`src/pcc_pkg.sv`:
```
// Package for the phase correction configuration register slice.
// Assumes a 24-bit register word and an 8-bit register address.
package pcc_pkg;
    // ------------------------------------------------------------------
    // Register map
    // ------------------------------------------------------------------
    localparam logic [7:0] PCC_ADDR_CLIP_MODE = 8'h50;
    localparam logic [7:0] PCC_ADDR_CH0_HIGH = 8'h51;
    localparam logic [7:0] PCC_ADDR_CH1_LOW = 8'h52;
    localparam logic [7:0] PCC_ADDR_CH1_HIGH = 8'h53;
    localparam logic [7:0] PCC_ADDR_BASE = 8'h50;
    localparam int PCC_NUM_REGS = 4;

    // ------------------------------------------------------------------
    // Field positions and reset values
    // ------------------------------------------------------------------
    localparam int PCC_BIT_OVERRIDE = 22;
    localparam int PCC_RSVD_HI = 21;
    localparam int PCC_RSVD_LO = 4;
    localparam logic [17:0] PCC_RSVD_PATTERN = 18'h2_0010;
    localparam int PCC_BIT_CLIP_OFFSET = 3;
    localparam int PCC_BIT_CLIP_TEMP = 2;
    localparam int PCC_BIT_CLIP_NL = 1;
    localparam int PCC_BIT_CLIP_FC = 0;
    localparam int PCC_COEFF_HI_MSB = 23;
    localparam int PCC_COEFF_HI_LSB = 16;
    localparam int PCC_COEFF_LO_MSB = 23;
    localparam int PCC_COEFF_LO_LSB = 20;
    localparam int PCC_BIAS_MSB = 15;
    localparam logic [23:0] PCC_RESET_CLIP_MODE = 24'h20_0100;
    localparam logic [23:0] PCC_RESET_OTHER = 24'h00_0000;

    // ------------------------------------------------------------------
    // Carriers
    // ------------------------------------------------------------------
    typedef struct packed {
        logic wr;
        logic [7:0] addr;
        logic [23:0] data;
    } pcc_write_type;

    typedef struct packed {
        logic manualOverride;
        logic unwrapFrequencySelect;
        logic unwrapEnable;
    } pcc_unwrap_type;

    typedef struct packed {
        logic offsetSaturate;
        logic temperatureSaturate;
        logic linearitySaturate;
        logic frequencySaturate;
    } pcc_clip_type;

    typedef enum {
        PCC_STAGE_OFFSET,
        PCC_STAGE_TEMP,
        PCC_STAGE_LINEARITY,
        PCC_STAGE_FREQUENCY
    } pcc_stage_type;
endpackage

```
`src/pcc_reg_mem.sv`:
```
// Four-word register storage with registered read data.
// Assumes writes and reads come from the same clock domain.
`timescale 1ns/1ps
module pcc_reg_mem (
    input wire logic clk,
    input wire logic rst,
    input wire logic wrEn,
    input wire logic [1:0] wrIndex,
    input wire logic [23:0] wrData,
    input wire logic [1:0] rdIndex,
    output logic [23:0] rdData,
    output logic [95:0] allWords
);
    import pcc_pkg::*;

    logic [23:0] word_reg [PCC_NUM_REGS];

    genvar g;
    generate
        for (g = 0; g < PCC_NUM_REGS; g++) begin : gWord
            localparam logic [23:0] RESET_VALUE =
                (g == 0) ? PCC_RESET_CLIP_MODE : PCC_RESET_OTHER;
            always_ff @(posedge clk) begin
                if (rst) begin
                    word_reg[g] <= RESET_VALUE;
                end else if (wrEn && (wrIndex == 2'(g))) begin
                    word_reg[g] <= wrData;
                end
            end
            assign allWords[g*24 +: 24] = word_reg[g];
        end
    endgenerate

    always_ff @(posedge clk) begin
        if (rst) begin
            rdData <= 24'h00_0000;
        end else begin
            rdData <= word_reg[rdIndex];
        end
    end
endmodule

```
`src/pcc_phase_correction_config.sv`:
```
// Phase correction configuration registers 50h..53h and the clip or
// wrap behaviour of the four phase correction stages.
// Assumes the control interface delivers one-cycle write strobes and
// read addresses in the clk domain; the datapath feeds raw sums.
//
// Contract
// RQ1: Override bit lets software drive unwrap controls
// RQ2: Software keeps reserved field at fixed pattern
// RQ3: Bit 3 selects offset stage clip/wrap
// RQ4: Bit 2 selects temperature stage clip/wrap
// RQ5: Bit 1 selects linearity stage clip/wrap
// RQ6: Bit 0 selects frequency stage clip/wrap
// RQ7: Channel0 high coefficient split over two registers
// RQ8: Channel0 high phase bias applied at offset
// RQ9: Channel1 low phase bias in next register
// RQ10: Temp_coeff_hi_and_offset_ch1_high holds ch1 high bias, coeff
// RQ11: Clip saturates, wrap keeps modulo result
`timescale 1ns/1ps
module pcc_phase_correction_config (
    input wire logic clk,
    input wire logic rst,
    input pcc_pkg::pcc_write_type hostWrite,
    input wire logic [7:0] hostReadAddr,
    output logic [23:0] hostReadData,
    output logic hostReadHit,
    input wire logic autoFrequencySelect,
    input wire logic autoUnwrapEnable,
    input wire logic manualFrequencySelect,
    input wire logic manualUnwrapEnable,
    output pcc_pkg::pcc_unwrap_type unwrapControl,
    output pcc_pkg::pcc_clip_type clipControl,
    input wire logic [1:0] stageSelect,
    input wire logic signed [16:0] stageRawSum,
    output logic signed [15:0] stageResult,
    output logic [11:0] emitterThermalCoeffCh0High,
    output logic [7:0] emitterThermalCoeffCh1LowUpper,
    output logic [15:0] phaseBiasCh0High,
    output logic [15:0] phaseBiasCh1Low,
    output logic [15:0] phaseBiasCh1High
);
    import pcc_pkg::*;

    // ------------------------------------------------------------------
    // Address decode
    // ------------------------------------------------------------------
    function automatic logic inRange(input logic [7:0] addr);
        inRange = (addr >= PCC_ADDR_BASE) &&
                  (addr <= PCC_ADDR_CH1_HIGH);
    endfunction

    function automatic logic [1:0] toIndex(input logic [7:0] addr);
        logic [7:0] diff;
        diff = addr - PCC_ADDR_BASE;
        toIndex = diff[1:0];
    endfunction

    wire writeHit = hostWrite.wr && inRange(hostWrite.addr);
    wire [1:0] writeIndex = toIndex(hostWrite.addr);
    wire [1:0] readIndex = toIndex(hostReadAddr);
    wire readInRange = inRange(hostReadAddr);

    // Reserved field is stored as written; hardware does not force the
    // pattern, so a bad write is visible on read back
    wire [23:0] writeData = hostWrite.data; // RQ2

    // ------------------------------------------------------------------
    // Storage
    // ------------------------------------------------------------------
    logic [95:0] words;

    pcc_reg_mem uMem (
        .clk(clk),
        .rst(rst),
        .wrEn(writeHit),
        .wrIndex(writeIndex),
        .wrData(writeData),
        .rdIndex(readIndex),
        // Storage read port idle; the read path muxes the word bus
        .rdData(),
        .allWords(words)
    );

    wire [23:0] wordClip = words[0*24 +: 24];
    wire [23:0] wordCh0High = words[1*24 +: 24];
    wire [23:0] wordCh1Low = words[2*24 +: 24];
    wire [23:0] wordCh1High = words[3*24 +: 24];

    // ------------------------------------------------------------------
    // Read path
    // ------------------------------------------------------------------
    // Zero for unmapped reads is folded in ahead of the flop so the
    // read data pin comes straight from a register
    wire [23:0] readWord = words[readIndex*24 +: 24];
    wire [23:0] readData_next = readInRange ? readWord : 24'h00_0000;
    logic readHit_reg;
    logic [23:0] readData_reg;

    always_ff @(posedge clk) begin
        if (rst) begin
            readHit_reg <= 1'b0;
        end else begin
            readHit_reg <= readInRange;
        end
    end

    always_ff @(posedge clk) begin
        if (rst) begin
            readData_reg <= 24'h00_0000;
        end else begin
            readData_reg <= readData_next;
        end
    end

    // Unmapped reads return zero one cycle after the address
    assign hostReadData = readData_reg;
    assign hostReadHit = readHit_reg;

    // ------------------------------------------------------------------
    // Field decode
    // ------------------------------------------------------------------
    wire overrideBit = wordClip[PCC_BIT_OVERRIDE];
    wire freqNext = overrideBit ? manualFrequencySelect
                                : autoFrequencySelect; // RQ1
    wire enableNext = overrideBit ? manualUnwrapEnable
                                  : autoUnwrapEnable; // RQ1

    pcc_clip_type clipNext;
    assign clipNext.offsetSaturate = wordClip[PCC_BIT_CLIP_OFFSET]; // RQ3
    assign clipNext.temperatureSaturate = wordClip[PCC_BIT_CLIP_TEMP]; // RQ4
    assign clipNext.linearitySaturate = wordClip[PCC_BIT_CLIP_NL]; // RQ5
    assign clipNext.frequencySaturate = wordClip[PCC_BIT_CLIP_FC]; // RQ6

    wire [11:0] coeffCh0Next = {
        wordCh0High[PCC_COEFF_HI_MSB:PCC_COEFF_HI_LSB],
        wordCh1Low[PCC_COEFF_LO_MSB:PCC_COEFF_LO_LSB]}; // RQ7

    // ------------------------------------------------------------------
    // Stage saturate or wrap
    // ------------------------------------------------------------------
    logic stageClip;
    always_comb begin
        case (stageSelect)
            2'h0: stageClip = clipNext.offsetSaturate; // RQ3
            2'h1: stageClip = clipNext.temperatureSaturate; // RQ4
            2'h2: stageClip = clipNext.linearitySaturate; // RQ5
            2'h3: stageClip = clipNext.frequencySaturate; // RQ6
            default: stageClip = 1'b0;
        endcase
    end

    // Overflow when the two top bits of the 17-bit sum disagree; the
    // wider sum keeps the true sign, so the limit is picked from it
    function automatic logic [15:0] fitPhase(input logic [16:0] sum,
        input logic clip);
        logic overflow;
        overflow = sum[16] ^ sum[15];
        if (clip && overflow) begin
            fitPhase = sum[16] ? 16'h8000 : 16'h7FFF;
        end else begin
            fitPhase = sum[15:0];
        end
    endfunction

    wire signed [15:0] resultNext = fitPhase(stageRawSum, stageClip); // RQ11

    // ------------------------------------------------------------------
    // Unwrap control output
    // ------------------------------------------------------------------
    always_ff @(posedge clk) begin
        if (rst) begin
            unwrapControl <= '0;
        end else begin
            unwrapControl <= '{overrideBit, freqNext, enableNext}; // RQ1
        end
    end

    // ------------------------------------------------------------------
    // Stage mode and stage result outputs
    // ------------------------------------------------------------------
    always_ff @(posedge clk) begin
        if (rst) begin
            clipControl <= '0;
        end else begin
            clipControl <= clipNext;
        end
    end

    always_ff @(posedge clk) begin
        if (rst) begin
            stageResult <= 16'sh0000;
        end else begin
            stageResult <= resultNext; // RQ11
        end
    end

    // ------------------------------------------------------------------
    // Coefficient outputs
    // ------------------------------------------------------------------
    always_ff @(posedge clk) begin
        if (rst) begin
            emitterThermalCoeffCh0High <= 12'h000;
            emitterThermalCoeffCh1LowUpper <= 8'h00;
        end else begin
            emitterThermalCoeffCh0High <= coeffCh0Next; // RQ7
            emitterThermalCoeffCh1LowUpper <=
                wordCh1High[PCC_COEFF_HI_MSB:PCC_COEFF_HI_LSB]; // RQ10
        end
    end

    // ------------------------------------------------------------------
    // Phase bias outputs
    // ------------------------------------------------------------------
    always_ff @(posedge clk) begin
        if (rst) begin
            phaseBiasCh0High <= 16'h0000;
            phaseBiasCh1Low <= 16'h0000;
            phaseBiasCh1High <= 16'h0000;
        end else begin
            phaseBiasCh0High <= wordCh0High[PCC_BIAS_MSB:0]; // RQ8
            phaseBiasCh1Low <= wordCh1Low[PCC_BIAS_MSB:0]; // RQ9
            phaseBiasCh1High <= wordCh1High[PCC_BIAS_MSB:0]; // RQ10
        end
    end
endmodule

```
`config.mk`:
```
export PLATFORM = sky130hd
export DESIGN_NAME = pcc_phase_correction_config
export DESIGN_NICKNAME = d
export VERILOG_FILES = /design/src/pcc_pkg.sv /design/src/pcc_reg_mem.sv /design/src/pcc_phase_correction_config.sv
export SDC_FILE = /design/constraint.sdc
export NUM_CORES = 1
export LEC_CHECK = 0
export BUFFER_PORTS_ARGS = -buffer_cell sky130_fd_sc_hd__buf_4
export CAP_MARGIN = 20
export CORE_UTILIZATION = 47
export DETAILED_ROUTE_END_ITERATION = 16
export PLACE_DENSITY = 0.72
export SLEW_MARGIN = 15
export SYNTH_ARGS = -nofsm -noshare
export SYNTH_HDL_FRONTEND = slang
export SYNTH_SLANG_ARGS = --single-unit
```
`constraint.sdc`:
```
create_clock -name clk -period 2 [get_ports clk]
set_input_delay 0.2 -clock clk [delete_from_list [all_inputs] [get_ports clk]]
set_output_delay 0.2 -clock clk [all_outputs]
set_load 0.01 [all_outputs]
```
# Word level (Yosys, flattened, before mapping)
# Memory sizes are Yosys's and may differ from the RTL's.
# Cells that the tools add are included.
classes:
  n_eq_ne: 6
  magnitude_cmp: 4
  n_reduce_logical: 11
  n_bitwise: 6
  shift: 1
  n_mul: 1
  n_addsub: 2
  muxes: 23
ops:
  columns: ["op", "count"]
  rows:
  - ["two-way mux 24 bit", 4]
  - ["variable part select 96 x 8 -> 24 bit", 1]
  - ["two-way mux 16 bit", 2]
  - ["greater-or-equal comparator 8 x 7 -> 1 bit (second input constant)", 2]
  - ["<= comparator 8 x 7 -> 1 bit (second input constant)", 2]
  - ["two-way mux 1 bit", 16]
  - ["equality test 2 bit (second input constant)", 4]
  - ["logical AND 1 bit", 8]
  - ["equality test 2 x 1 -> 1 bit (second input constant)", 2]
  - ["zero test 2 bit", 2]
  - ["multiplier 2 x 2 -> 4 bit (second input constant)", 1]
  - ["bitwise OR 1 bit", 4]
  - ["one-hot mux 1 bit (4 select lines)", 1]
  - ["subtractor 2 x 1 -> 2 bit (second input constant)", 2]
  - ["OR reduction 2 bit", 1]
  - ["NOT 1 bit", 1]
  - ["bitwise XOR 1 bit", 1]
totals:
  input_bits: 66
  mem_bits_rw: 96
  register_bits: 116
  n_memories: 1
mem_list:
  columns: ["memory", "words", "width", "read_ports", "rd_ports_with_merged_regs", "wr", "line_no", "rtl"]
  rows:
  - ["uMem.word_reg", 4, 24, 4, 0, 4, "pcc_reg_mem.sv:16", "logic [23:0] word_reg [PCC_NUM_REGS];"]

# Depth between registers and ports, before layout
logic_depth:
  ltp_word: 8
  mapped_depth: 5

# By module
# From an unflattened synthesis, not the netlist that was laid out.
hier_totals:
  hier_cells: 610
  hier_area_um2: 8687.1
by_module_without_submodules:
  columns: ["module", "cells_each", "instances", "area_each_um2"]
  rows:
  - ["pcc_reg_mem", 321, 1, 4845.9]
  - ["pcc_phase_correction_config", 289, 1, 3841.2]

# Worst setup path before layout
# OpenSTA, ideal clock, no wires.
synth_path:
  path_kind: "input to register"
  startpoint: "input port hostWrite[26] (netlist bit)"
  endpoint: "memory uMem.word_reg[2][0] (enable)"
  arrival_ns: 1.450
  stages: 3
  path_buffers: 0
  setup_slack_ns: 0.165
  setup_ns: 0.384
  cell_sequence: "nor3b_1 > nand4b_1 > nand2b_1"
synth_rtl:
  columns: ["element", "line_no", "rtl"]
  rows:
  - ["start: declaration", "pcc_phase_correction_config.sv:22", "input pcc_pkg::pcc_write_type hostWrite,"]
  - ["end: declaration", "pcc_reg_mem.sv:16", null]

==> impl_metrics.yaml <==
yosys:
  yosys.area_share.adder_pct: 0
  ys.flop_type: "dfxtp_1"
  synth_top_family_by_area: "simple AND/OR/NAND/NOR gates"
  syn_area_um2: 7340
  synth_compound_area_share_pct: 1.82
  synth_top_cell_by_area: "edfxtp_1"
  ys_seq_area_share_pct: 70.9
  synth.area.top_cells: "edfxtp_1 39%, dfxtp_1 32%, mux4_2 7.7%"
  syn_avg_cell_area_um2: 14.0
  synth_nets: 591
  synth_xor_area_share_pct: 0
  ys_ff_latch: 212
  synth.most_common_cell: "dfxtp_1"
  synth.top_cell.area_share_pct: 39.3
  synthSimpleGateAreaFrac_pct: 17.1
  async_flop_share_pct: 0
  synth.distinct_cells: 25
  synth_edf_count: 96
  synth_common_cells: "116 x dfxtp_1, 97 x nor2_1, 96 x edfxtp_1"
  yosysWarnings: 0
  synth_mux_area_share_pct: 8.08
  netlist_instances: 525
outcome:
  status: "finished clean"
die:
  die_h_um: 127
  dieArea_um2: 16100
  die_w_um: 127
  core_area_um2: 15200
  start_util_pct: 48.3
  core.rowCount: 45
  io_pins: 182
timing:
  period_share_pct: 84.7
  clock.fmax_mhz: 590
  hold_viol: 0
  maxSlewHeadroom_pct: 45.5
  finalCriticalPeriod_ns: 1.69
  skew_ns: 0.00888
  drv_slew: 0
  tns_ns: 0
  worst_slew_pin_slew_ns: 0.814
  setup_viol: 0
  rsz0062_at_grt: "no"
  holdWs_ns: 0.0244
layout:
  fin_area_um2: 9870
  largest_register_ffs: 96
  nNetsFinal: 803
  syn2layout_area_growth_pct: 34.5
  diodes: 0
  finalNonFillerCells: 939
  drive_gt1_share_pct: 35.4
  fill_cells: 1099
clock_tree:
  clkSlewWorstSetupHoldPaths_ns: 0.06
  ctsHoldBuffers: 21
  insertion_delay_ns: 0.49
  cts_tree: "yes"
  ctsResizeCount: 0
  cts_buffers: 21
  cts_setup_buffers: 0
  cts.sinks: 212
  cts_root_buf: "clkbuf_16"
  htreeDepth: 1
  clockBufferDepth: 3
detailed_routing:
  first_pass_iters: 5
  wirelength_um: 16600
  route.detailed.drc: 0
  wl_per_cell_um: 17.7
  vias: 4671
  ant_nets: 0
  drt-initial-drc-count: 286
  vias_per_cell: 4.97
hold_path:
  hold_class: "input port to register"
grt:
  grt_use_met2_pct: 36.7
  grt_max_degree: 47
  antenna_found_initial: 0
  grt_pass1_vias: 4712
  grt.total_usage_pct: 20.8
  overflow: 0
  grt-busiest-layer: "met2"
  met1_usage_pct: 24.8
  grt_pass1_wl_um: 25300
  met3_usage_pct: 3.21
worst_setup_path:
  slowest_delay_ns: 0.56
  r2r_slack_ns: 0.31
  regToRegEndpoint: "stageResult[11]"
  startpoint: "uMem.word_reg[0][3]"
  cp.arrival_ns: 2.12
  path_cells: "mux4_2 > a31oi_4 > o21a_1"
  crit_type: "register to register"
  cp-end-kind: "register"
  reg2reg_from: "uMem.word_reg[0][3]"
  start_kind: "register"
  required_ns: 2.43
  cp_max_fo: 15
  crit_path_top_delay_cell: "mux4_2"
  cp-endpoint: "stageResult[11]"
  reg2regPathDepth: 3
power:
  p_leak_nw: 4.04
  cellPowerDensity_nw_per_um2: 931
  vdd_ir_drop_max_mv: 0.535
  finalPower_mw: 9.19
placed_design:
  finalWeightedCongestion: 0.758
  placed_cells: 881
  hpwlAfterDp_um: 10900
  io_buffer_count: 181
  placed_area_um2: 9020
job:
  cap_viol_max_count: 0
[power by group]
| group | switching (mW) | leakage, nW | internal (mW) |
|---|---|---|---|
| Clock | 1.54 | 0.319 | 2.09 |
| Combinational | 0.332 | 1.85 | 0.419 |
| Sequential | 0.0789 | 1.87 | 4.73 |
[cell usage in the layout, fill, tap and decap left out]
cell,instances
inv_4,1
and3_1,24
clkinv_1,1
nor3b_1,1
nand2b_1,24
nand4b_1,2
nand2_1,1
dfxtp_1,116
clkbuf_8,4
inv_6,1
nor4b_4,1
mux4_2,25
buf_4,197
inv_1,2
nor2_1,97
nor4bb_4,1
clkbuf_16,21
nand4_1,1
clkinv_2,4
o21a_1,15
nor2b_1,73
a31oi_4,1
edfxtp_1,96
mux2i_1,3
and4bb_1,1
clkinvlp_4,1
nor3_2,1
nand4bb_1,1
clkbuf_1,4
dlygate4sd3_1,21
or3_1,2
buf_12,4
nand2b_2,4
[layer usage]
layer,wire [um],vias to the layer above
met5,0,-
met4,628,0
met3,893,44
met2,8610,170
met1,6490,2233
li1,-,2224
[area by class of cell]
| cell class | instances | area [um2] | share of cell area (%) |
|---|---|---|---|
| clock buffer | 29 | 596 | 6.03 |
| clock inverter | 8 | 46.3 | 0.469 |
| inverter | 2 | 7.51 | 0.0760 |
| multi-input combinational | 278 | 2010 | 20.4 |
| sequential | 212 | 5200 | 52.7 |
| tap | 188 | 235 | 2.38 |
| timing repair buffer | 222 | 1770 | 17.9 |
[stage by stage]
stage	worst slack, ns	util (%)
final	0.306	64.9
after global routing	0.203	64.9
after CTS	0.298	64.9
after detailed placement	0.317	59.3
after global placement	0.400	59.3
after floorplan	0.165	-
[kinds of logic (layout without fill, tap and decap cells)]
group | Yosys count | in the layout
muxes | 28 | 28
buffers and inverters | 35 | 261
AOI/OAI and AO/OA | 16 | 16
DFF | 212 | 212
and+or+nand+nor | 234 | 234
[critical path, delay by kind of cell, from the launching register on]
family	cells	cell delay, ns
flip-flops	1	0.43
multiplexers	1	0.56
AO/OA/AOI/OAI	2	0.63
[how the worst min path moves through the flow]
stage / from / end / slack, ns / cells after the start
after detailed placement: stageRawSum[0] / stageResult[0] / 0.41 / 2
final: hostWrite[8] / uMem.word_reg[0][8] / 0.02 / 2
after global placement: stageRawSum[14] / stageResult[14] / 0.41 / 2
after floorplan: stageRawSum[10] / stageResult[10] / 0.32 / 1
after CTS: hostWrite[8] / uMem.word_reg[0][8] / 0.007 / 2
after global routing: hostWrite[8] / uMem.word_reg[0][8] / 0.02 / 2
No activity file was read; power rests on OpenSTA's default activity.
